`src/logic/ec_ocr_pkg.sv`:
```
// Shared constants for the mirror control and over-current recovery block
package ec_ocr_pkg;
   // Serial frame layout: write flag, address, data word
   localparam int FRAME_BITS = 24;
   localparam int ADDR_BITS = 7;
   localparam int DATA_BITS = 16;
   localparam int WRITE_FLAG_POS = 23;
   localparam int ADDR_LSB = 16;
   // Register addresses
   localparam logic [6:0] EC_AND_OUTPUT_CONTROL_ADDR = 7'h02;
   localparam logic [6:0] OVERCURRENT_RECOVERY_CONTROL_ADDR = 7'h03;
   localparam logic [6:0] OVERCURRENT_STATUS_ADDR = 7'h10;
   // Reset values
   localparam logic [15:0] EC_AND_OUTPUT_CONTROL_RESET = 16'h0000;
   localparam logic [15:0] OVERCURRENT_RECOVERY_CONTROL_RESET = 16'h0000;
   // Writable bit masks; reserved bits never store and read zero
   localparam logic [15:0] EC_AND_OUTPUT_CONTROL_MASK = 16'hfffe;
   localparam logic [15:0] OVERCURRENT_RECOVERY_CONTROL_MASK = 16'hfeff;
   // Fields of the mirror and output control register
   localparam int EC_CODE_MSB = 7;
   localparam int EC_CODE_LSB = 2;
   localparam int EC_MODE_POS = 1;
   localparam int HIGHSIDE_TEN_POS = 10;
   localparam int EC_DISCHARGE_POS = 8;
   // Fields of the recovery control register
   localparam int RECOVERY_ONE_POS = 15;
   localparam int RECOVERY_TWO_POS = 14;
   localparam int RECOVERY_THREE_POS = 13;
   localparam int RECOVERY_EC_POS = 9;
   localparam int FULL_SCALE_POS = 0;
   // Channel indices in the status word
   localparam int CHANNELS = 4;
   localparam int CH_ONE = 0;
   localparam int CH_TWO = 1;
   localparam int CH_THREE = 2;
   localparam int CH_EC = 3;
   // Recovery off times and clock rate
   localparam int CLOCK_MHZ = 250;
   localparam int OFF_SHORT_NS = 10000;
   localparam int OFF_LONG_NS = 40000;
   localparam int OFF_SHORT_CYCLES = OFF_SHORT_NS * CLOCK_MHZ / 1000;
   localparam int OFF_LONG_CYCLES = OFF_LONG_NS * CLOCK_MHZ / 1000;
   localparam int COUNT_BITS = 16;
endpackage : ec_ocr_pkg

```
`src/logic/overcurrent_channel.sv`:
```
// One output path with over-current trip and timed recovery
`timescale 1ns/100ps
`default_nettype none
module overcurrent_channel (
   input wire logic clk,
   input wire logic reset,
   input wire logic clk_en,
   input wire logic request,
   input wire logic overcurrent,
   input wire logic recovery_enable,
   input wire logic [15:0] off_cycles,
   output logic drive,
   output logic trip
);
   // Channel state
   typedef enum logic {running, tripped} channel_state_type;
   channel_state_type state_reg;
   logic [15:0] wait_reg; // Remaining off time

   // Trip, wait and re-enable sequence
   always_ff @(posedge clk or posedge reset) begin
      if (reset) begin
         state_reg <= running;
         wait_reg <= 16'h0000;
         drive <= 1'b0;
         trip <= 1'b0;
      end else if (clk_en) begin
         trip <= 1'b0;
         unique case (state_reg)
            running: begin
               // Switch off at once on a fault while driven
               if (overcurrent && drive) begin
                  drive <= 1'b0;
                  trip <= 1'b1;
                  state_reg <= tripped;
                  wait_reg <= off_cycles;
               end else begin
                  drive <= request;
               end
            end
            tripped: begin
               drive <= 1'b0;
               if (!request) begin
                  // Dropped request ends the latch-off
                  state_reg <= running;
               end else if (recovery_enable) begin
                  // Repeated trips give a pulsed current
                  if (wait_reg <= 16'h0001) begin
                     state_reg <= running;
                  end else begin
                     wait_reg <= wait_reg - 16'h0001;
                  end
               end
            end
         endcase
      end
   end
endmodule : overcurrent_channel
`default_nettype wire

```
`src/logic/ec_mirror_and_ocr_control.sv`:
```
// Mirror control register bank with serial access and over-current recovery
// Function
// - Bits 7..2 form six-bit reference code
// - Full scale chosen by second register bit
// - All-zero code commands zero target voltage
// - Discharge bit turns on sense-pin lowside
// - Mode bit enables mode and gate driver
// - Mode forces highside ten on, ignoring bit
// - Over-current sets flag, switches output off
// - Per-output recovery bits re-enable after delay
// - Recovery duty chosen by external select bit
// - One extra recovery cycle may occur
// - Mode disables recovery on sense output
`timescale 1ns/100ps
`default_nettype none
module ec_mirror_and_ocr_control #(
   parameter int OFF_LONG = ec_ocr_pkg::OFF_LONG_CYCLES
) (
   input wire logic clk,
   input wire logic reset,
   input wire logic clk_en,
   input wire logic spi_cs_n,
   input wire logic spi_sclk,
   input wire logic spi_mosi,
   output logic spi_miso_out,
   output logic spi_miso_oe_n,
   input wire logic [2:0] bridge_request,
   input wire logic [3:0] overcurrent_in,
   input wire logic duty_select,
   output logic bridge_output_one,
   output logic bridge_output_two,
   output logic bridge_output_three,
   output logic ec_fast_discharge_switch,
   output logic highside_ten,
   output logic ec_gate_drive_pin,
   output logic [5:0] ec_reference_code,
   output logic ec_target_zero,
   output logic ec_full_scale_select,
   output logic [3:0] overcurrent_flags
);
   // Register storage
   logic [15:0] ec_and_output_control_reg;
   logic [15:0] overcurrent_recovery_control_reg;
   // Pin synchronisers, second stage is the only reader of the first
   logic [2:0] pin_meta_reg;
   logic [2:0] pin_sync_reg;
   logic sclk_last_reg; // Previous synced clock for edge detect
   logic [3:0] oc_meta_reg;
   logic [3:0] oc_sync_reg;
   // Serial frame state
   logic [4:0] bit_count_reg;
   logic [23:0] shift_in_reg;
   logic [15:0] shift_out_reg;
   logic cs_n_s;
   logic sclk_s;
   logic sclk_rise;
   logic sclk_fall;
   logic frame_end;
   logic [23:0] frame_next; // Frame including the current bit
   // Channel wiring
   logic [3:0] channel_request;
   logic [3:0] channel_recovery;
   logic [3:0] channel_drive;
   logic [3:0] channel_trip;
   logic [15:0] off_cycles;
   logic ec_mode;

   // Register read mux, used for the shift load and nowhere else twice
   function automatic logic [15:0] read_word(input logic [6:0] addr);
      unique case (addr)
         ec_ocr_pkg::EC_AND_OUTPUT_CONTROL_ADDR: read_word = ec_and_output_control_reg;
         ec_ocr_pkg::OVERCURRENT_RECOVERY_CONTROL_ADDR:
            read_word = overcurrent_recovery_control_reg;
         ec_ocr_pkg::OVERCURRENT_STATUS_ADDR: read_word = {12'h000, overcurrent_flags};
         default: read_word = 16'h0000; // Unmapped reads zero
      endcase
   endfunction : read_word

   // Two-stage synchronisers for pins and analog fault comparators
   always_ff @(posedge clk or posedge reset) begin
      if (reset) begin
         pin_meta_reg <= 3'h1;
         pin_sync_reg <= 3'h1;
         sclk_last_reg <= 1'b0;
         oc_meta_reg <= 4'h0;
         oc_sync_reg <= 4'h0;
      end else if (clk_en) begin
         pin_meta_reg <= {spi_mosi, spi_sclk, spi_cs_n};
         pin_sync_reg <= pin_meta_reg;
         sclk_last_reg <= pin_sync_reg[1];
         oc_meta_reg <= overcurrent_in;
         oc_sync_reg <= oc_meta_reg;
      end
   end

   assign cs_n_s = pin_sync_reg[0];
   assign sclk_s = pin_sync_reg[1];
   assign sclk_rise = !cs_n_s && sclk_s && !sclk_last_reg;
   assign sclk_fall = !cs_n_s && !sclk_s && sclk_last_reg;
   assign frame_next = {shift_in_reg[22:0], pin_sync_reg[2]};
   // Frame takes effect on the 24th rising edge, and again on every 24th edge after it
   assign frame_end = sclk_rise && (bit_count_reg == 5'h17);

   // Serial shifter, MSB first, sample on rising clock
   always_ff @(posedge clk or posedge reset) begin
      if (reset) begin
         bit_count_reg <= 5'h00;
         shift_in_reg <= 24'h000000;
      end else if (clk_en) begin
         if (cs_n_s) begin
            bit_count_reg <= 5'h00;
         end else if (sclk_rise) begin
            shift_in_reg <= frame_next;
            // Longer frames wrap, so each further 24 bits commit as a new frame
            bit_count_reg <= (bit_count_reg == 5'h17) ? 5'h00 : bit_count_reg + 5'h01;
         end
      end
   end

   // Read data loads after the address byte, shifts out on falling clock
   always_ff @(posedge clk or posedge reset) begin
      if (reset) begin
         shift_out_reg <= 16'h0000;
         spi_miso_out <= 1'b0;
         spi_miso_oe_n <= 1'b1;
      end else if (clk_en) begin
         spi_miso_oe_n <= cs_n_s;
         if (sclk_rise && bit_count_reg == 5'h07) begin
            shift_out_reg <= read_word(frame_next[6:0]);
         end else if (sclk_fall && bit_count_reg >= 5'h08) begin
            spi_miso_out <= shift_out_reg[15];
            shift_out_reg <= {shift_out_reg[14:0], 1'b0};
         end
      end
   end

   // Control register writes; reserved bits are masked off
   always_ff @(posedge clk or posedge reset) begin
      if (reset) begin
         ec_and_output_control_reg <= ec_ocr_pkg::EC_AND_OUTPUT_CONTROL_RESET;
         overcurrent_recovery_control_reg <= ec_ocr_pkg::OVERCURRENT_RECOVERY_CONTROL_RESET;
      end else if (clk_en && frame_end && frame_next[ec_ocr_pkg::WRITE_FLAG_POS]) begin
         // Software is expected to send zeros there anyway
         if (frame_next[22:16] == ec_ocr_pkg::EC_AND_OUTPUT_CONTROL_ADDR) begin
            ec_and_output_control_reg <=
               frame_next[15:0] & ec_ocr_pkg::EC_AND_OUTPUT_CONTROL_MASK;
         end
         if (frame_next[22:16] == ec_ocr_pkg::OVERCURRENT_RECOVERY_CONTROL_ADDR) begin
            overcurrent_recovery_control_reg <=
               frame_next[15:0] & ec_ocr_pkg::OVERCURRENT_RECOVERY_CONTROL_MASK;
         end
      end
   end

   // Sticky fault flags: write one to clear, a new trip wins
   always_ff @(posedge clk or posedge reset) begin
      if (reset) begin
         overcurrent_flags <= 4'h0;
      end else if (clk_en) begin
         if (frame_end && frame_next[ec_ocr_pkg::WRITE_FLAG_POS]
             && frame_next[22:16] == ec_ocr_pkg::OVERCURRENT_STATUS_ADDR) begin
            overcurrent_flags <= (overcurrent_flags & ~frame_next[3:0]) | channel_trip;
         end else begin
            overcurrent_flags <= overcurrent_flags | channel_trip;
         end
      end
   end

   assign ec_mode = ec_and_output_control_reg[ec_ocr_pkg::EC_MODE_POS];
   // Duty select picks the off time of every recovering output
   assign off_cycles = duty_select ? ec_ocr_pkg::OFF_SHORT_CYCLES[15:0] : OFF_LONG[15:0];
   assign channel_request = {ec_and_output_control_reg[ec_ocr_pkg::EC_DISCHARGE_POS],
                             bridge_request};
   assign channel_recovery = {
      overcurrent_recovery_control_reg[ec_ocr_pkg::RECOVERY_EC_POS] && !ec_mode,
      overcurrent_recovery_control_reg[ec_ocr_pkg::RECOVERY_THREE_POS],
      overcurrent_recovery_control_reg[ec_ocr_pkg::RECOVERY_TWO_POS],
      overcurrent_recovery_control_reg[ec_ocr_pkg::RECOVERY_ONE_POS]};

   // One trip and recovery path per protected output
   for (genvar i = 0; i < ec_ocr_pkg::CHANNELS; i++) begin : g_channel
      overcurrent_channel u_channel (
         .clk(clk),
         .reset(reset),
         .clk_en(clk_en),
         .request(channel_request[i]),
         .overcurrent(oc_sync_reg[i]),
         .recovery_enable(channel_recovery[i]),
         .off_cycles(off_cycles),
         .drive(channel_drive[i]),
         .trip(channel_trip[i])
      );
   end

   // Output drivers, all from flops
   always_ff @(posedge clk or posedge reset) begin
      if (reset) begin
         bridge_output_one <= 1'b0;
         bridge_output_two <= 1'b0;
         bridge_output_three <= 1'b0;
         ec_fast_discharge_switch <= 1'b0;
         highside_ten <= 1'b0;
         ec_gate_drive_pin <= 1'b0;
      end else if (clk_en) begin
         bridge_output_one <= channel_drive[ec_ocr_pkg::CH_ONE];
         bridge_output_two <= channel_drive[ec_ocr_pkg::CH_TWO];
         bridge_output_three <= channel_drive[ec_ocr_pkg::CH_THREE];
         ec_fast_discharge_switch <= channel_drive[ec_ocr_pkg::CH_EC];
         // Mode overrides the highside bit so supply current can be sensed
         highside_ten <= ec_mode
            || ec_and_output_control_reg[ec_ocr_pkg::HIGHSIDE_TEN_POS];
         ec_gate_drive_pin <= ec_mode;
      end
   end

   // Reference code and full scale toward the amplifier
   always_ff @(posedge clk or posedge reset) begin
      if (reset) begin
         ec_reference_code <= 6'h00;
         ec_target_zero <= 1'b1;
         ec_full_scale_select <= 1'b0;
      end else if (clk_en) begin
         ec_reference_code <= ec_and_output_control_reg[ec_ocr_pkg::EC_CODE_MSB:
                                                        ec_ocr_pkg::EC_CODE_LSB];
         ec_target_zero <= ec_and_output_control_reg[ec_ocr_pkg::EC_CODE_MSB:
                                                     ec_ocr_pkg::EC_CODE_LSB] == 6'h00;
         ec_full_scale_select <=
            overcurrent_recovery_control_reg[ec_ocr_pkg::FULL_SCALE_POS];
      end
   end
endmodule : ec_mirror_and_ocr_control
`default_nettype wire

```
`config.mk`:
```
export PLATFORM = sky130hd
export DESIGN_NAME = ec_mirror_and_ocr_control
export DESIGN_NICKNAME = d
export VERILOG_FILES = /design/src/logic/ec_ocr_pkg.sv /design/src/logic/overcurrent_channel.sv /design/src/logic/ec_mirror_and_ocr_control.sv
export SDC_FILE = /design/constraint.sdc
export NUM_CORES = 1
export LEC_CHECK = 0
export ABC_AREA = 1
export BUFFER_PORTS_ARGS = -buffer_cell sky130_fd_sc_hd__buf_4
export CAP_MARGIN = 20
export CORE_MARGIN = 2
export CORE_UTILIZATION = 60
export DETAILED_ROUTE_END_ITERATION = 10
export PLACE_DENSITY = 0.77
export SKIP_LAST_GASP = 1
export SYNTH_ARGS = -nofsm -noshare
export SYNTH_HDL_FRONTEND = slang
export SYNTH_SLANG_ARGS = --single-unit
export TNS_END_PERCENT = 100
```
`constraint.sdc`:
```
create_clock -name clk -period 6.95 [get_ports clk]
set_input_delay 0.695 -clock clk [delete_from_list [all_inputs] [get_ports clk]]
set_output_delay 0.695 -clock clk [all_outputs]
set_load 0.02 [all_outputs]
```
## After elaboration in Yosys (flattened, before gate mapping)

Cells that the tools add are included.

| operators by class | value |
|---|---|
| equality and inequality tests | 24 |
| $lt $le $gt $ge | 5 |
| reductions and logical operators | 34 |
| $add $sub $neg | 5 |
| bitwise gates (word level) | 10 |
| mux-type cells | 60 |

Operators by type and width:

| cell | count |
|---|---|
| 16-bit two-way mux | 18 |
| 16-bit one-hot mux with 2 select lines | 4 |
| 16-bit by 1-bit less-or-equal comparator with 1-bit output, second input constant | 4 |
| 16-bit by 1-bit subtractor with 16-bit output, second input constant | 4 |
| 16-bit one-hot mux with 3 select lines | 1 |
| 7-bit by 2-bit equality test with 1-bit output, second input constant | 4 |
| 1-bit two-way mux | 24 |
| 2-bit != test, second input constant | 11 |
| 5-bit AND reduction | 4 |
| 1-bit logical AND | 16 |
| 1-bit one-hot mux with 2 select lines | 8 |
| 5-bit two-way mux | 3 |
| 7-bit by 5-bit equality test with 1-bit output, second input constant | 2 |
| 14-bit two-way mux | 1 |
| 2-bit by 1-bit != test with 1-bit output, second input constant | 5 |
| 4-bit bitwise OR | 2 |
| 2-bit AND reduction | 4 |
| 6-bit zero test | 1 |
| 1-bit inverter | 6 |
| 3-bit AND reduction | 2 |
| 5-bit by 1-bit adder with 5-bit output, second input constant | 1 |
| 5-bit by 3-bit equality test with 1-bit output, second input constant | 1 |
| 5-bit equality test, second input constant | 1 |
| 5-bit by 4-bit >= comparator with 1-bit output, second input constant | 1 |
| 6 further kinds | 10 |

| word-level totals | value |
|---|---|
| input bits | 14 |
| output and inout bits | 20 |
| logic and storage cells | 176 |
| register bits | 185 |

## Depth between registers and ports, before layout

Gate-level depths: netlist of the first run.

| logic depth | value |
|---|---|
| depth in word-level cells | 7 |
| depth in mapped cells | 11 |
| mapped depth without buffers | 11 |

## Hierarchy

A second synthesis of the first run with hierarchy kept.

| unflattened totals | value |
|---|---|
| cell total of the unflattened synthesis | 1453 |
| area, all modules | 10684.0 um2 |

By module, submodules not included:

| module | seq. area each (um2) | area each (um2) | cells an instance | times used |
|---|---|---|---|---|
| overcurrent_channel | 475.5 | 1447.6 | 222 | 4 |
| ec_mirror_and_ocr_control | 2732.6 | 4893.4 | 565 | 1 |

## Worst setup path after synthesis of the first run

Ideal clock, no wire load.

| timing | value |
|---|---|
| path type | reg-to-reg |
| start | register g_channel[2].u_channel.wait_reg[0] |
| end | register g_channel[2].u_channel.wait_reg[0] |
| stages on the path, launching flop included | 12 |
| library setup time | 0.128 ns |
| data required time | 6.822 ns |
| buffers on the path | 1 |
| setup slack | 5.421 ns |
| period minus slack after synthesis | 1.529 ns |
| data arrival time | 1.401 ns |
| cells stage by stage | dfrtp_1 > inv_1 > ha_1 > o21ai_0 > nor2_1 > nand2_1 > nand2_1 > nand2_2 > nand2_1 > buf_4 > nand2_1 > o21ai_0 |

| between the ends | value |
|---|---|
| longest elaborated chain between the ends | 5 |
| elaborated cells on any way between the ends | 8 |
| classes of those cells | add/sub: 1; order compare: 1; eq/ne: 1; mux: 4; reduce/logical: 1 |

Ends and longest elaborated chain:

| what | RTL line | text |
|---|---|---|
| start: declaration | overcurrent_channel.sv:18 | `logic [15:0] wait_reg;` |
| start signal: assignment | overcurrent_channel.sv:36 | `wait_reg <= off_cycles;` |
| start signal: assignment | overcurrent_channel.sv:51 | `wait_reg <= wait_reg - 16'h0001;` |
| 16-bit by 1-bit subtractor with 16-bit output | overcurrent_channel.sv:51 |  |
| 16-bit two-way mux | overcurrent_channel.sv:48 | `if (wait_reg <= 16'h0001) begin` |
| 16-bit two-way mux | overcurrent_channel.sv:46 | `end else if (recovery_enable) begin` |
| 16-bit two-way mux | overcurrent_channel.sv:43 | `if (!request) begin` |
| 16-bit one-hot mux with 2 select lines | overcurrent_channel.sv:29 | `unique case (state_reg)` |

Parallel ways exist; a longest one is shown, timed or not. The select of a mux whose other input is x is not followed.
A chain may end at the register's enable or synchronous reset.

## Worst setup path in the final report of the first run

| timing | value |
|---|---|
| start | input clk_en |
| end | register ec_and_output_control_reg[2] |

| between the ends | value |
|---|---|
| longest elaborated chain between the ends | 3 |

Ends and longest elaborated chain:

| what | RTL line | text |
|---|---|---|
| start: declaration | ec_mirror_and_ocr_control.sv:21 | `input wire logic clk_en,` |
| 1-bit logical AND (2 in series) | ec_mirror_and_ocr_control.sv:142 | `end else if (clk_en && frame_end && frame_next[ec_ocr_pkg::WRITE_FLAG_POS]) begin` |
| 2-bit AND reduction (no source line) | - |  |
| end signal: assignment | ec_mirror_and_ocr_control.sv:140 | `ec_and_output_control_reg <= ec_ocr_pkg::EC_AND_OUTPUT_CONTROL_RESET;` |
| end signal: assignment | ec_mirror_and_ocr_control.sv:145 | `ec_and_output_control_reg <=` |
| end: declaration | ec_mirror_and_ocr_control.sv:42 | `logic [15:0] ec_and_output_control_reg;` |

No other way between the ends.

==> flow_summary.html, run 1 <==
<table>
<tr><th>Metric</th><th>Value</th></tr>
<tr><th colspan="2">Status</th></tr>
<tr><td>Status</td><td>completed</td></tr>
<tr><th colspan="2">Clocking</th></tr>
<tr><td>Setup Fix Bufs, Post-CTS</td><td>0</td></tr>
<tr><td>Number of sinks handled by clock tree synthesis</td><td>185</td></tr>
<tr><td>Resized cells post-CTS</td><td>0</td></tr>
<tr><td>Clock tree from TritonCTS</td><td>built</td></tr>
<tr><td>Total clock buffers created by CTS</td><td>17</td></tr>
<tr><td>H-tree Lvls</td><td>4</td></tr>
<tr><td>Clk pin slew, worst setup/hold paths</td><td>0.07 ns</td></tr>
<tr><td>Number of hold-repair buffers added at the cts stage</td><td>0</td></tr>
<tr><td>Max Buffers Root-to-Sink</td><td>2</td></tr>
<tr><td>Root Driver</td><td>clkbuf_16</td></tr>
<tr><td>Clock latency of the later-clocked register in the worst-skew pair</td><td>0.43 ns</td></tr>
<tr><th colspan="2">Synthesis</th></tr>
<tr><td>Fraction of the mapped netlist area in simple logic gates</td><td>0.344</td></tr>
<tr><td>Summed instance area of the synthesized netlist</td><td>9810 µm²</td></tr>
<tr><td>Sequential-to-total area share from yosys stat</td><td>0.472</td></tr>
<tr><td>Complex-gate fraction of the synthesized area</td><td>0.0896</td></tr>
<tr><td>Parity-gate share of the synthesized area counting xor and xnor cells</td><td>0.00714</td></tr>
<tr><td>Multiplexer share of the synthesized area</td><td>0.00115</td></tr>
<tr><td>Warnings from Yosys</td><td>0</td></tr>
<tr><td>Most common flop cell mapped by yosys</td><td>dfrtp_1</td></tr>
<tr><td>Syn Nets</td><td>1,368</td></tr>
<tr><td>Proportion of synthesized flip-flops having asynchronous set or reset</td><td>1.00</td></tr>
<tr><td>Total of flip-flops plus latches after synthesis</td><td>185</td></tr>
<tr><td>Avg Inst Size Synth</td><td>7.30 µm²</td></tr>
<tr><td>Cell count after synthesis</td><td>1,345</td></tr>
<tr><td>Combinational family with the most area after synthesis</td><td>simple AND/OR/NAND/NOR gates</td></tr>
<tr><td>Adder-cell share of the synthesized area</td><td>0.0115</td></tr>
<tr><td>Distinct cell type count after synthesis</td><td>44</td></tr>
<tr><td>Number of flops mapped to enable cells by yosys</td><td>0</td></tr>
<tr><th colspan="2">Detailed routing</th></tr>
<tr><td>Vias post-DR</td><td>8,447</td></tr>
<tr><td>First-iteration detailed-routing DRC count</td><td>611</td></tr>
<tr><td>Number of vias per cell after detailed routing</td><td>5.33</td></tr>
<tr><td>Post-route DRC</td><td>0</td></tr>
<tr><td>Detailed-router iteration count before antenna repair</td><td>6</td></tr>
<tr><td>Routed wire length</td><td>21.7 mm</td></tr>
<tr><td>Wire per inst</td><td>13.7 µm</td></tr>
<tr><td>Number of routed nets with antenna violations</td><td>0</td></tr>
<tr><th colspan="2">Floorplanning</th></tr>
<tr><td>Number of I/O pins</td><td>34</td></tr>
<tr><td>Initial Util</td><td>0.616</td></tr>
<tr><td>Die outline area</td><td>17,400 µm²</td></tr>
<tr><td>Std-Cell Core Area</td><td>15,900 µm²</td></tr>
<tr><td>Die width</td><td>132 µm</td></tr>
<tr><td>Vertical extent of the die</td><td>132 µm</td></tr>
<tr><td>Row cnt</td><td>46</td></tr>
<tr><th colspan="2">Placed design</th></tr>
<tr><td># port buffers</td><td>33</td></tr>
<tr><td>RePlAce Congestion</td><td>0.868</td></tr>
<tr><td>Pre-CTS WS</td><td>3.60 ns</td></tr>
<tr><td>Post-detail-place hpwl</td><td>14.7 mm</td></tr>
<tr><th colspan="2">Global routing</th></tr>
<tr><td>Global routing usage summed across all routing layers</td><td>0.259</td></tr>
<tr><td>Overflow left after global routing</td><td>0</td></tr>
<tr><td>Grt peak-use layer</td><td>met2</td></tr>
<tr><td>Grt met2 use</td><td>0.406</td></tr>
<tr><td>Number of antenna violations at the first check in global routing</td><td>0</td></tr>
<tr><td>Met1 GRT Util</td><td>0.375</td></tr>
<tr><td>Maximum number of pins on one net before global-route repair</td><td>106</td></tr>
<tr><td>Wire length of the first global-routing pass</td><td>37.1 mm</td></tr>
<tr><td>Number of global-route vias before repair</td><td>7,720</td></tr>
<tr><td>Global-route met3 utilization</td><td>0.0373</td></tr>
<tr><th colspan="2">Pwr</th></tr>
<tr><td>Power density cells</td><td>341 nW/µm²</td></tr>
<tr><td>Internal power of the cells</td><td>0.00232 W</td></tr>
<tr><td>Switching Share</td><td>0.370</td></tr>
<tr><td>Maximum vdd ir drop</td><td>0.200 mV</td></tr>
<tr><td>Power dissipated by switching net loads</td><td>0.00136 W</td></tr>
<tr><td>Clk network pwr share</td><td>0.287</td></tr>
<tr><td>Power share of the combinational group</td><td>0.304</td></tr>
<tr><td>Sequential fraction of design power</td><td>0.409</td></tr>
<tr><td>Pleak</td><td>5.40 nW</td></tr>
<tr><th colspan="2">Final layout</th></tr>
<tr><td>Highest-count cells in the layout ignoring fill and taps</td><td>nand2_1 (512), dfrtp_1 (181), nor2_1 (130)</td></tr>
<tr><td>Max reg flops</td><td>64</td></tr>
<tr><td>Fraction of final layout cells sized beyond drive strength 1</td><td>0.0949</td></tr>
<tr><td>Layout overhead on the synthesized area</td><td>9.91%</td></tr>
<tr><td>Diode insertion count for antenna repair</td><td>0</td></tr>
<tr><td>Most frequent standard cell in the layout excluding fill and tap cells</td><td>nand2_1</td></tr>
<tr><td>Nets</td><td>1,380</td></tr>
<tr><th colspan="2">STA</th></tr>
<tr><td>Slew at the pin closest to its max-slew limit</td><td>0.920 ns</td></tr>
<tr><td>Worst slew margin relative to its limit</td><td>0.385</td></tr>
<tr><td>Summed negative setup slack over all endpoints</td><td>0 ns</td></tr>
<tr><td>Clock period minus worst slack</td><td>2.90 ns</td></tr>
<tr><td>Worst setup skew after layout</td><td>0.00788 ns</td></tr>
<tr><td>Setup violations, final</td><td>0</td></tr>
<tr><td>Total count of hold-check failures in the final report</td><td>0</td></tr>
<tr><td>Final cycle utilization of the critical path</td><td>0.418</td></tr>
<tr><td>Min setup slack post-route</td><td>4.05 ns</td></tr>
<tr><td>Max-slew violation count</td><td>0</td></tr>
<tr><td>Worst Hold Slack</td><td>0.371 ns</td></tr>
<tr><td>Unrepaired setup endpoints after global routing</td><td>no</td></tr>
<tr><td>F_max</td><td>0.344 GHz</td></tr>
<tr><th colspan="2">Setup path</th></tr>
<tr><td>Critical register-to-register path startpoint</td><td>sclk_last_reg</td></tr>
<tr><td>Critical path startpoint</td><td>clk_en</td></tr>
<tr><td>Kind of end point of the critical path</td><td>flop</td></tr>
<tr><td>Required time at the endpoint of the critical path</td><td>7.22 ns</td></tr>
<tr><td>Start-to-end type of the worst setup path</td><td>in -&gt; reg</td></tr>
<tr><td>Arrival @ worst endpoint</td><td>3.18 ns</td></tr>
<tr><td>Maximum fanout along the worst path</td><td>49</td></tr>
<tr><td>Kind of launch point of the worst setup path</td><td>input port</td></tr>
<tr><th colspan="2">Worst hold path</th></tr>
<tr><td>Class of the tightest hold or removal check</td><td>in -&gt; async</td></tr>
<tr><th colspan="2">Flow run</th></tr>
<tr><td>Max Cap Violations</td><td>0</td></tr>
</table>
layer usage:
metal	part of all wire	vias to the layer above
li1	-	4264
met1	0.48	3932
met2	0.46	209
met3	0.045	42
met4	0.020	0
met5	0	-
critical path: stages:
cell and delay [ns]:
buf_4 0.39, inv_2 0.07, nor2_1 0.17, nand2_2 0.45, inv_2 0.23, nand2_1 0.11
nor2_4 0.16, nand2_1 0.55, nand2_1 0.23, o21ai_1 0.10
cell type report:
class	count	area [µm²]
Fill cell	1351	5160
Sequential cell	185	4630
Timing Repair Buffer	36	290
Clock buffer	21	450
Tap cell	216	270
Inverter	131	499
Clock inverter	11	194
Multi-Input combinational cell	986	4450
synthesized netlist by cell type, types with 6 or more instances:
cell,count,area share
o21ai_1,40,0.020
nand2_2,11,0.0070
nor2_2,7,0.0045
clkbuf_1,10,0.0038
xor2_1,6,0.0054
ha_1,9,0.011
nand4_1,6,0.0038
nand3_1,102,0.052
inv_2,9,0.0034
buf_2,18,0.0092
o21ai_0,84,0.043
nand2_1,512,0.20
a21oi_1,13,0.0066
inv_1,121,0.046
or2_2,17,0.011
dfrtp_1,181,0.46
o22ai_1,10,0.0064
nor2_1,130,0.050
final timing paths:
kind / slack [ns] / cells after the start / endpoint
worst max-delay path: 4.05 / 10 / ec_and_output_control_reg[2]
worst min-delay path: 0.37 / 2 / bit_count_reg[3]
worst max register to register: 4.33 / 8 / ec_and_output_control_reg[2]
worst min register to register: 0.46 / 2 / pin_meta_reg[0]
max in group asynchronous: 5.52 / 4 / g_channel[3].u_channel.wait_reg[6]
min in group clk: 0.46 / 3 / pin_meta_reg[0]
power by group through the flow:
stage | combinational, W | clock [W] | sequential [W]
after floorplan | 0.000924 | 0 | 0.00145
after global placement | 0.00107 | 0 | 0.00151
after detailed placement | 0.00110 | 0 | 0.00151
after CTS | 0.00112 | 0.00107 | 0.00150
after global routing | 0.00130 | 0.00112 | 0.00154
final | 0.00112 | 0.00106 | 0.00151
kinds of logic after synthesis:
kind of cell / after synthesis
buffers and inverters: 174
DFF: 185
AOI/OAI and AO/OA: 161
muxes: 1
xor gates and xnor gates: 8
adders and majority gates: 9
and+or+nand+nor: 807
metrics by stage:
step / instance area, µm² / std cells / utilization / total power [W]
after floorplan: 9810 / 1345 / - / 0.00237
after CTS: 10800 / 1585 / 0.675 / 0.00369
after global placement: 10100 / 1553 / 0.634 / 0.00258
after global routing: 10800 / 1586 / 0.677 / 0.00395
after detailed placement: 10100 / 1553 / 0.634 / 0.00261
final: 10800 / 1586 / 0.677 / 0.00368
Power figures use the tool's default switching activity.
==> run 2: changes to the inputs <==
--- a/config.mk
+++ b/config.mk
@@ -9,9 +9,9 @@
 export BUFFER_PORTS_ARGS = -buffer_cell sky130_fd_sc_hd__buf_4
 export CAP_MARGIN = 20
 export CORE_MARGIN = 2
-export CORE_UTILIZATION = 60
+export CORE_UTILIZATION = 56
 export DETAILED_ROUTE_END_ITERATION = 10
-export PLACE_DENSITY = 0.77
+export PLACE_DENSITY = 0.76
 export SKIP_LAST_GASP = 1
 export SYNTH_ARGS = -nofsm -noshare
 export SYNTH_HDL_FRONTEND = slang
==> constraint.sdc (replaced) <==
create_clock -name clk -period 2.5 [get_ports clk]
set_input_delay 0.25 -clock clk [delete_from_list [all_inputs] [get_ports clk]]
set_output_delay 0.25 -clock clk [all_outputs]
set_load 0.02 [all_outputs]
==> run 2 against run 1 <==
Net effect: global-route usage fell by 0.83 points; clock skew rose by 0.0040 ns; register-to-register slack worse by 3.9 ns; first-iteration DRC count up 11%; worst hold slack lost 0.35 ns; sequential power increased to 2.7 times the previous value; cell count increased by 1.3%; sequential share of layout area decreased by 0.18 points; critical endpoint is now g_channel[2].u_channel.wait_reg[14].
==> flow_summary.html, run 2 (synthesized netlist as in run 1, its figures left out) <==
<table>
<tr><th>Metric</th><th>Value</th></tr>
<tr><th colspan="2">Clocking</th></tr>
<tr><td>H-tree Lvls</td><td>4</td></tr>
<tr><td>Resized cells post-CTS</td><td>0</td></tr>
<tr><td>Root Driver</td><td>clkbuf_16</td></tr>
<tr><td>Setup Fix Bufs, Post-CTS</td><td>0</td></tr>
<tr><td>Number of hold-repair buffers added at the cts stage</td><td>2</td></tr>
<tr><td>Clock latency of the later-clocked register in the worst-skew pair</td><td>0.44 ns</td></tr>
<tr><td>Max Buffers Root-to-Sink</td><td>2</td></tr>
<tr><td>Total clock buffers created by CTS</td><td>17</td></tr>
<tr><td>Clk pin slew, worst setup/hold paths</td><td>0.07 ns</td></tr>
<tr><td>Number of sinks handled by clock tree synthesis</td><td>185</td></tr>
<tr><td>Clock tree from TritonCTS</td><td>built</td></tr>
<tr><th colspan="2">Final layout</th></tr>
<tr><td>End-of-flow core utilization</td><td>0.628</td></tr>
<tr><td>Non-filler cells in the finished layout</td><td>1,607</td></tr>
<tr><td>Fraction of final layout cells sized beyond drive strength 1</td><td>0.103</td></tr>
<tr><td>Nets</td><td>1,393</td></tr>
<tr><td>Diode insertion count for antenna repair</td><td>0</td></tr>
<tr><td>Layout overhead on the synthesized area</td><td>10.4%</td></tr>
<tr><td>Finished layout cell area</td><td>10,800 µm²</td></tr>
<tr><td>Most frequent standard cell in the layout excluding fill and tap cells</td><td>nand2_1</td></tr>
<tr><td>Number of filler instances in the final layout</td><td>1,480</td></tr>
<tr><td>Highest-count cells in the layout ignoring fill and taps</td><td>nand2_1 (512), dfrtp_1 (181), nor2_1 (130)</td></tr>
<tr><td>Max reg flops</td><td>64</td></tr>
<tr><th colspan="2">Setup path</th></tr>
<tr><td>Slowest CP cell</td><td>dfrtp_1</td></tr>
<tr><td>Required time at the endpoint of the critical path</td><td>2.81 ns</td></tr>
<tr><td>Start-to-end type of the worst setup path</td><td>reg -&gt; reg</td></tr>
<tr><td>Maximum fanout along the worst path</td><td>20</td></tr>
<tr><td>Worst path cell trace</td><td>inv_1 &gt; ha_1 &gt; o21ai_0 &gt; nor2_1 &gt; nand2_1 &gt; nand2_1 &gt; nand2_2 &gt; nand2_1 &gt; nand2_1 &gt; o21ai_1</td></tr>
<tr><td>Kind of launch point of the worst setup path</td><td>flop</td></tr>
<tr><td>Critical register-to-register path startpoint</td><td>g_channel[2].u_channel.wait_reg[0]</td></tr>
<tr><td>Cell seen most often among critical-path stages</td><td>nand2_1</td></tr>
<tr><td>Kind of end point of the critical path</td><td>flop</td></tr>
<tr><td>Reg2Reg Setup Slack</td><td>0.46 ns</td></tr>
<tr><td>Critical path startpoint</td><td>g_channel[2].u_channel.wait_reg[0]</td></tr>
<tr><td>Arrival @ worst endpoint</td><td>2.34 ns</td></tr>
<tr><td>Max stage delay on crit path</td><td>0.42 ns</td></tr>
<tr><th colspan="2">Detailed routing</th></tr>
<tr><td>Vias post-DR</td><td>8,367</td></tr>
<tr><td>Number of vias per cell after detailed routing</td><td>5.21</td></tr>
<tr><td>Routed wire length on met3</td><td>839 µm</td></tr>
<tr><td>Routed wire length</td><td>21.7 mm</td></tr>
<tr><td>Post-route DRC</td><td>0</td></tr>
<tr><td>Wire length on met1</td><td>10.5 mm</td></tr>
<tr><td>Number of routed nets with antenna violations</td><td>0</td></tr>
<tr><td>Detailed-router iteration count before antenna repair</td><td>5</td></tr>
<tr><td>Uppermost routed layer</td><td>met4</td></tr>
<tr><td>First-iteration detailed-routing DRC count</td><td>676</td></tr>
<tr><td>Wire length on met2</td><td>10.0 mm</td></tr>
<tr><td>Wire per inst</td><td>13.5 µm</td></tr>
<tr><th colspan="2">STA</th></tr>
<tr><td>Max-slew violation count</td><td>0</td></tr>
<tr><td>Total count of hold-check failures in the final report</td><td>0</td></tr>
<tr><td>Worst Hold Slack</td><td>0.0191 ns</td></tr>
<tr><td>Setup violations, final</td><td>0</td></tr>
<tr><td>Final cycle utilization of the critical path</td><td>0.815</td></tr>
<tr><td>Clock period minus worst slack</td><td>2.04 ns</td></tr>
<tr><td>Summed negative setup slack over all endpoints</td><td>0 ns</td></tr>
<tr><td>Worst slew margin relative to its limit</td><td>0.384</td></tr>
<tr><td>Slew at the pin closest to its max-slew limit</td><td>0.920 ns</td></tr>
<tr><td>Worst setup skew after layout</td><td>0.0119 ns</td></tr>
<tr><td>F_max</td><td>0.491 GHz</td></tr>
<tr><td>Unrepaired setup endpoints after global routing</td><td>no</td></tr>
<tr><th colspan="2">Placed design</th></tr>
<tr><td>Placed insts</td><td>1,574</td></tr>
<tr><td># port buffers</td><td>33</td></tr>
<tr><td>Total cell area at the placement stage</td><td>10,200 µm²</td></tr>
<tr><td>RePlAce Congestion</td><td>0.876</td></tr>
<tr><td>Post-detail-place hpwl</td><td>15.2 mm</td></tr>
<tr><th colspan="2">Global routing</th></tr>
<tr><td>Maximum number of pins on one net before global-route repair</td><td>54</td></tr>
<tr><td>Number of antenna violations at the first check in global routing</td><td>0</td></tr>
<tr><td>Wire length of the first global-routing pass</td><td>36.9 mm</td></tr>
<tr><td>Global routing usage summed across all routing layers</td><td>0.250</td></tr>
<tr><td>Overflow left after global routing</td><td>0</td></tr>
<tr><td>Number of global-route vias before repair</td><td>7,707</td></tr>
<tr><th colspan="2">Floorplanning</th></tr>
<tr><td>Die width</td><td>136 µm</td></tr>
<tr><td>Std-Cell Core Area</td><td>17,200 µm²</td></tr>
<tr><td>Row cnt</td><td>48</td></tr>
<tr><td>Die outline area</td><td>18,600 µm²</td></tr>
<tr><td>Vertical extent of the die</td><td>136 µm</td></tr>
<tr><td>Number of I/O pins</td><td>34</td></tr>
<tr><td>Initial Util</td><td>0.569</td></tr>
<tr><th colspan="2">Pwr</th></tr>
<tr><td>Maximum vdd ir drop</td><td>0.592 mV</td></tr>
<tr><td>Power density cells</td><td>930 nW/µm²</td></tr>
<tr><td>Pleak</td><td>5.43 nW</td></tr>
<tr><th colspan="2">Flow run</th></tr>
<tr><td>Max Cap Violations</td><td>0</td></tr>
<tr><th colspan="2">Worst hold path</th></tr>
<tr><td>Hold_sp</td><td>spi_cs_n</td></tr>
<tr><td>Class of the tightest hold or removal check</td><td>in -&gt; reg</td></tr>
<tr><th colspan="2">Status</th></tr>
<tr><td>Status</td><td>completed</td></tr>
</table>
## run 2: cell types whose count changed in the layout (fill, tap and decap cells not counted), moves of 2 or more
cell           previous run  this run
buf_4                    35        46
bufinv_16                 5         2
inv_6                     2         5
clkbuf_1                  3         1
clkinv_4                  1         3
dlygate4sd3_1             0         2
## run 2: power by group
part	internal (W)	switching (W)	leakage, nW
Combinational	0.00112	0.00211	2.72
Sequential	0.00355	0.000550	2.42
Clock	0.00150	0.00123	0.290
Total	0.00618	0.00389	5.43
## run 2: cell type report
| type | count | area, µm² | area share |
|---|---|---|---|
| clock buffer | 18 | 429 | 0.0396 |
| clock inverter | 13 | 158 | 0.0146 |
| inverter | 131 | 495 | 0.0457 |
| multi-input combinational | 986 | 4450 | 0.411 |
| sequential | 185 | 4630 | 0.428 |
| tap | 225 | 282 | 0.0260 |
| timing repair buffer | 49 | 385 | 0.0356 |
## run 2: critical path: cells and delay by family (launching register included)
kind / cells / cell delay, ns
buffers and inverters: 1 / 0.08
adder cells (fa/ha/maj): 1 / 0.24
AO/OA/AOI/OAI: 2 / 0.25
AND/OR/NAND/NOR: 6 / 0.92
flip-flops: 1 / 0.42
## run 2: path summary, 6_finish.rpt
path	end	depth (start not counted)
setup / recovery	g_channel[2].u_channel.wait_reg[14]	10
hold / removal	pin_meta_reg[0]	3
setup reg to reg	g_channel[2].u_channel.wait_reg[14]	10
hold reg to reg	pin_meta_reg[0]	2
max in group asynchronous	g_channel[3].u_channel.wait_reg[14]	4
min in group asynchronous	ec_full_scale_select	3
## run 2: per-stage QoR
step           total power [W]  setup slack [ns]
5_1_grt                 0.0108             0.142
3_3_place_gp           0.00722             0.574
6_report                0.0101             0.462
2_1_floorplan          0.00659            -0.125
4_1_cts                 0.0101             0.455
3_5_place_dp           0.00733             0.462
## run 2: per-layer routing
layer  GRT usage  up-vias
met2       0.386      188
li1            -     4282
met4      0.0804        0
met5           0        -
met1       0.358     3870
met3      0.0477       27
==> run 3: changes to the inputs <==
--- a/config.mk
+++ b/config.mk
@@ -9,9 +9,9 @@
 export BUFFER_PORTS_ARGS = -buffer_cell sky130_fd_sc_hd__buf_4
 export CAP_MARGIN = 20
 export CORE_MARGIN = 2
-export CORE_UTILIZATION = 56
+export CORE_UTILIZATION = 60
 export DETAILED_ROUTE_END_ITERATION = 10
-export PLACE_DENSITY = 0.76
+export PLACE_DENSITY = 0.77
 export SKIP_LAST_GASP = 1
 export SYNTH_ARGS = -nofsm -noshare
 export SYNTH_HDL_FRONTEND = slang
==> constraint.sdc (replaced) <==
create_clock -name clk -period 2.13 [get_ports clk]
set_input_delay 0.213 -clock clk [delete_from_list [all_inputs] [get_ports clk]]
set_output_delay 0.213 -clock clk [all_outputs]
set_load 0.02 [all_outputs]
==> run 3 against run 2 <==
Net effect: maximum frequency is 11% higher; critical path type unchanged; first-iteration DRC count is 13% lower; highest routed layer unchanged; wire length is 1.1% higher; clock skew is 0.0019 ns lower.
==> flow_summary.html, run 3 (synthesized netlist as in run 1, its figures left out) <==
<table>
<tr><th>Metric</th><th>Value</th></tr>
<tr><th colspan="2">STA</th></tr>
<tr><td>Setup violations, final</td><td>0</td></tr>
<tr><td>Slew at the pin closest to its max-slew limit</td><td>0.514 ns</td></tr>
<tr><td>Worst setup skew after layout</td><td>0.0101 ns</td></tr>
<tr><td>Unrepaired setup endpoints after global routing</td><td>no</td></tr>
<tr><td>Min setup slack post-route</td><td>0.299 ns</td></tr>
<tr><td>Worst Hold Slack</td><td>0.0305 ns</td></tr>
<tr><td>Final cycle utilization of the critical path</td><td>0.860</td></tr>
<tr><td>Worst slew margin relative to its limit</td><td>0.657</td></tr>
<tr><td>Clock period minus worst slack</td><td>1.83 ns</td></tr>
<tr><td>Max-slew violation count</td><td>0</td></tr>
<tr><td>Total count of hold-check failures in the final report</td><td>0</td></tr>
<tr><td>F_max</td><td>0.546 GHz</td></tr>
<tr><th colspan="2">Clocking</th></tr>
<tr><td>Total clock buffers created by CTS</td><td>17</td></tr>
<tr><td>Clock tree from TritonCTS</td><td>built</td></tr>
<tr><td>Clock latency of the later-clocked register in the worst-skew pair</td><td>0.43 ns</td></tr>
<tr><td>Number of sinks handled by clock tree synthesis</td><td>185</td></tr>
<tr><td>Max Buffers Root-to-Sink</td><td>2</td></tr>
<tr><td>Clk pin slew, worst setup/hold paths</td><td>0.06 ns</td></tr>
<tr><td>H-tree Lvls</td><td>4</td></tr>
<tr><td>Root Driver</td><td>clkbuf_16</td></tr>
<tr><th colspan="2">Flow run</th></tr>
<tr><td>Max Cap Violations</td><td>0</td></tr>
<tr><th colspan="2">Global routing</th></tr>
<tr><td>Overflow left after global routing</td><td>0</td></tr>
<tr><td>Maximum number of pins on one net before global-route repair</td><td>74</td></tr>
<tr><td>Number of antenna violations at the first check in global routing</td><td>0</td></tr>
<tr><td>Number of global-route vias before repair</td><td>7,840</td></tr>
<tr><td>Wire length of the first global-routing pass</td><td>37.5 mm</td></tr>
<tr><td>Global routing usage summed across all routing layers</td><td>0.264</td></tr>
<tr><th colspan="2">Pwr</th></tr>
<tr><td>Clk network pwr share</td><td>0.259</td></tr>
<tr><td>Internal power of the cells</td><td>0.00721 W</td></tr>
<tr><td>Pleak</td><td>5.48 nW</td></tr>
<tr><td>Switching Share</td><td>0.380</td></tr>
<tr><td>Power density cells</td><td>1070 nW/µm²</td></tr>
<tr><td>Power share of the combinational group</td><td>0.329</td></tr>
<tr><td>Total design power</td><td>0.0116 W</td></tr>
<tr><td>Maximum vdd ir drop</td><td>0.708 mV</td></tr>
<tr><td>Power dissipated by switching net loads</td><td>0.00442 W</td></tr>
<tr><td>Sequential fraction of design power</td><td>0.413</td></tr>
<tr><th colspan="2">Final layout</th></tr>
<tr><td>Diode insertion count for antenna repair</td><td>0</td></tr>
<tr><td>Layout overhead on the synthesized area</td><td>11.3%</td></tr>
<tr><td>Seq. cell area</td><td>4630 µm²</td></tr>
<tr><td>Number of filler instances in the final layout</td><td>1,332</td></tr>
<tr><td>Highest-count cells in the layout ignoring fill and taps</td><td>nand2_1 (512), dfrtp_1 (181), nor2_1 (130)</td></tr>
<tr><td>Nets</td><td>1,407</td></tr>
<tr><td>Multi-input logic area</td><td>4450 µm²</td></tr>
<tr><td>Max reg flops</td><td>64</td></tr>
<tr><td>Fraction of final layout cells sized beyond drive strength 1</td><td>0.107</td></tr>
<tr><td>Most frequent standard cell in the layout excluding fill and tap cells</td><td>nand2_1</td></tr>
<tr><th colspan="2">Detailed routing</th></tr>
<tr><td>Post-route DRC</td><td>0</td></tr>
<tr><td>Wire per inst</td><td>13.6 µm</td></tr>
<tr><td>Number of routed nets with antenna violations</td><td>0</td></tr>
<tr><td>Number of vias per cell after detailed routing</td><td>5.27</td></tr>
<tr><td>Vias post-DR</td><td>8,498</td></tr>
<tr><td>Detailed-router iteration count before antenna repair</td><td>5</td></tr>
<tr><td>First-iteration detailed-routing DRC count</td><td>587</td></tr>
<tr><td>Routed wire length</td><td>22.0 mm</td></tr>
<tr><th colspan="2">Floorplanning</th></tr>
<tr><td>Die width</td><td>132 µm</td></tr>
<tr><td>Number of I/O pins</td><td>34</td></tr>
<tr><td>Initial Util</td><td>0.616</td></tr>
<tr><td>Vertical extent of the die</td><td>132 µm</td></tr>
<tr><td>Row cnt</td><td>46</td></tr>
<tr><td>Std-Cell Core Area</td><td>15,900 µm²</td></tr>
<tr><td>Die outline area</td><td>17,400 µm²</td></tr>
<tr><th colspan="2">Setup path</th></tr>
<tr><td>Kind of launch point of the worst setup path</td><td>flop</td></tr>
<tr><td>Required time at the endpoint of the critical path</td><td>2.44 ns</td></tr>
<tr><td>Cell seen most often among critical-path stages</td><td>nand2_1</td></tr>
<tr><td>Max stage delay on crit path</td><td>0.40 ns</td></tr>
<tr><td>Arrival @ worst endpoint</td><td>2.14 ns</td></tr>
<tr><td>Worst path cell trace</td><td>inv_1 &gt; ha_1 &gt; o21ai_0 &gt; nor2_1 &gt; nand2_1 &gt; nand2_1 &gt; nand2_2 &gt; nand2_1 &gt; buf_4 &gt; nand2_1 &gt; o21ai_0</td></tr>
<tr><td>Maximum fanout along the worst path</td><td>20</td></tr>
<tr><td>Start-to-end type of the worst setup path</td><td>reg -&gt; reg</td></tr>
<tr><td>Kind of end point of the critical path</td><td>flop</td></tr>
<tr><td>Slowest CP cell</td><td>dfrtp_1</td></tr>
<tr><th colspan="2">Placed design</th></tr>
<tr><td>Pre-CTS WS</td><td>0.350 ns</td></tr>
<tr><td>Post-detail-place hpwl</td><td>15.2 mm</td></tr>
<tr><td># port buffers</td><td>33</td></tr>
<tr><td>RePlAce Congestion</td><td>0.924</td></tr>
<tr><th colspan="2">Worst hold path</th></tr>
<tr><td>Class of the tightest hold or removal check</td><td>in -&gt; reg</td></tr>
<tr><th colspan="2">Status</th></tr>
<tr><td>Status</td><td>completed</td></tr>
</table>
run 3: cell count changes in the layout (fill, tap and decap cells not counted):
cell and delta:
buf_12 +1, buf_4 +8, bufinv_16 -1, clkbuf_1 +3, clkbuf_8 +2, clkinv_2 +1, clkinv_4 -2, clkinvlp_4 +2
dlygate4sd3_1 +5, inv_6 -2, inv_8 -2
run 3: layout make-up:
type | count | share of cell area
Multi-Input combinational cell | 986 | 0.407
Inverter | 131 | 0.0454
Timing Repair Buffer | 63 | 0.0472
Clock buffer | 23 | 0.0429
Sequential cell | 185 | 0.424
Tap cell | 216 | 0.0247
Clock inverter | 9 | 0.00825
run 3: path summary, 6_finish.rpt:
path | startpoint | to | slack [ns] | cells past startpoint
worst max-delay path | g_channel[2].u_channel.wait_reg[0] | g_channel[2].u_channel.wait_reg[1] | 0.30 | 11
max in group asynchronous | reset | g_channel[2].u_channel.wait_reg[8] | 1.14 | 4
worst max register to register | g_channel[2].u_channel.wait_reg[0] | g_channel[2].u_channel.wait_reg[1] | 0.30 | 11
worst min register to register | pin_meta_reg[0] | pin_meta_reg[0] | 0.47 | 2
min in group asynchronous | reset | sclk_last_reg | 0.31 | 3
worst min-delay path | overcurrent_in[3] | oc_meta_reg[3] | 0.03 | 3
run 3: worst max-delay path: cells and delay by family (launching register included):
family,cells,cell delay (ns)
buf+inv,2,0.30
flops,1,0.40
compound gates,2,0.24
simple gates,6,0.53
fa+ha+maj,1,0.24
run 3: power by group through the flow:
stage | combinational [W] | clock, W | sequential [W]
2_1_floorplan | 0.00302 | 0 | 0.00472
3_3_place_gp | 0.00367 | 0 | 0.00482
3_5_place_dp | 0.00378 | 0 | 0.00483
4_1_cts | 0.00383 | 0.00308 | 0.00479
5_1_grt | 0.00442 | 0.00323 | 0.00489
6_report | 0.00382 | 0.00301 | 0.00480
run 3: stage by stage:
step	utilization	instance area, µm²	instances	setup TNS [ns]
floorplan	-	9820	1345	-82.94
global placement	0.646	10300	1574	0
detailed placement	0.646	10300	1574	0
CTS	0.685	10900	1613	0
global route	0.685	10900	1613	0
finish	0.685	10900	1613	0
run 3: routing by layer:
layer	routed length (µm)	vias to the layer above	GRT usage
met5	0	-	0
met4	325	0	0.0773
met3	1060	27	0.0434
met2	10300	182	0.418
met1	10300	3969	0.379
li1	-	4320	-
run 3: what timing repair did:
action | 4_1_cts | 5_1_grt
buffers inserted | 0 | 0
hold endpoints to repair | 12 | 0
hold buffers | 7 | 0
gates resized for setup | 0 | 0
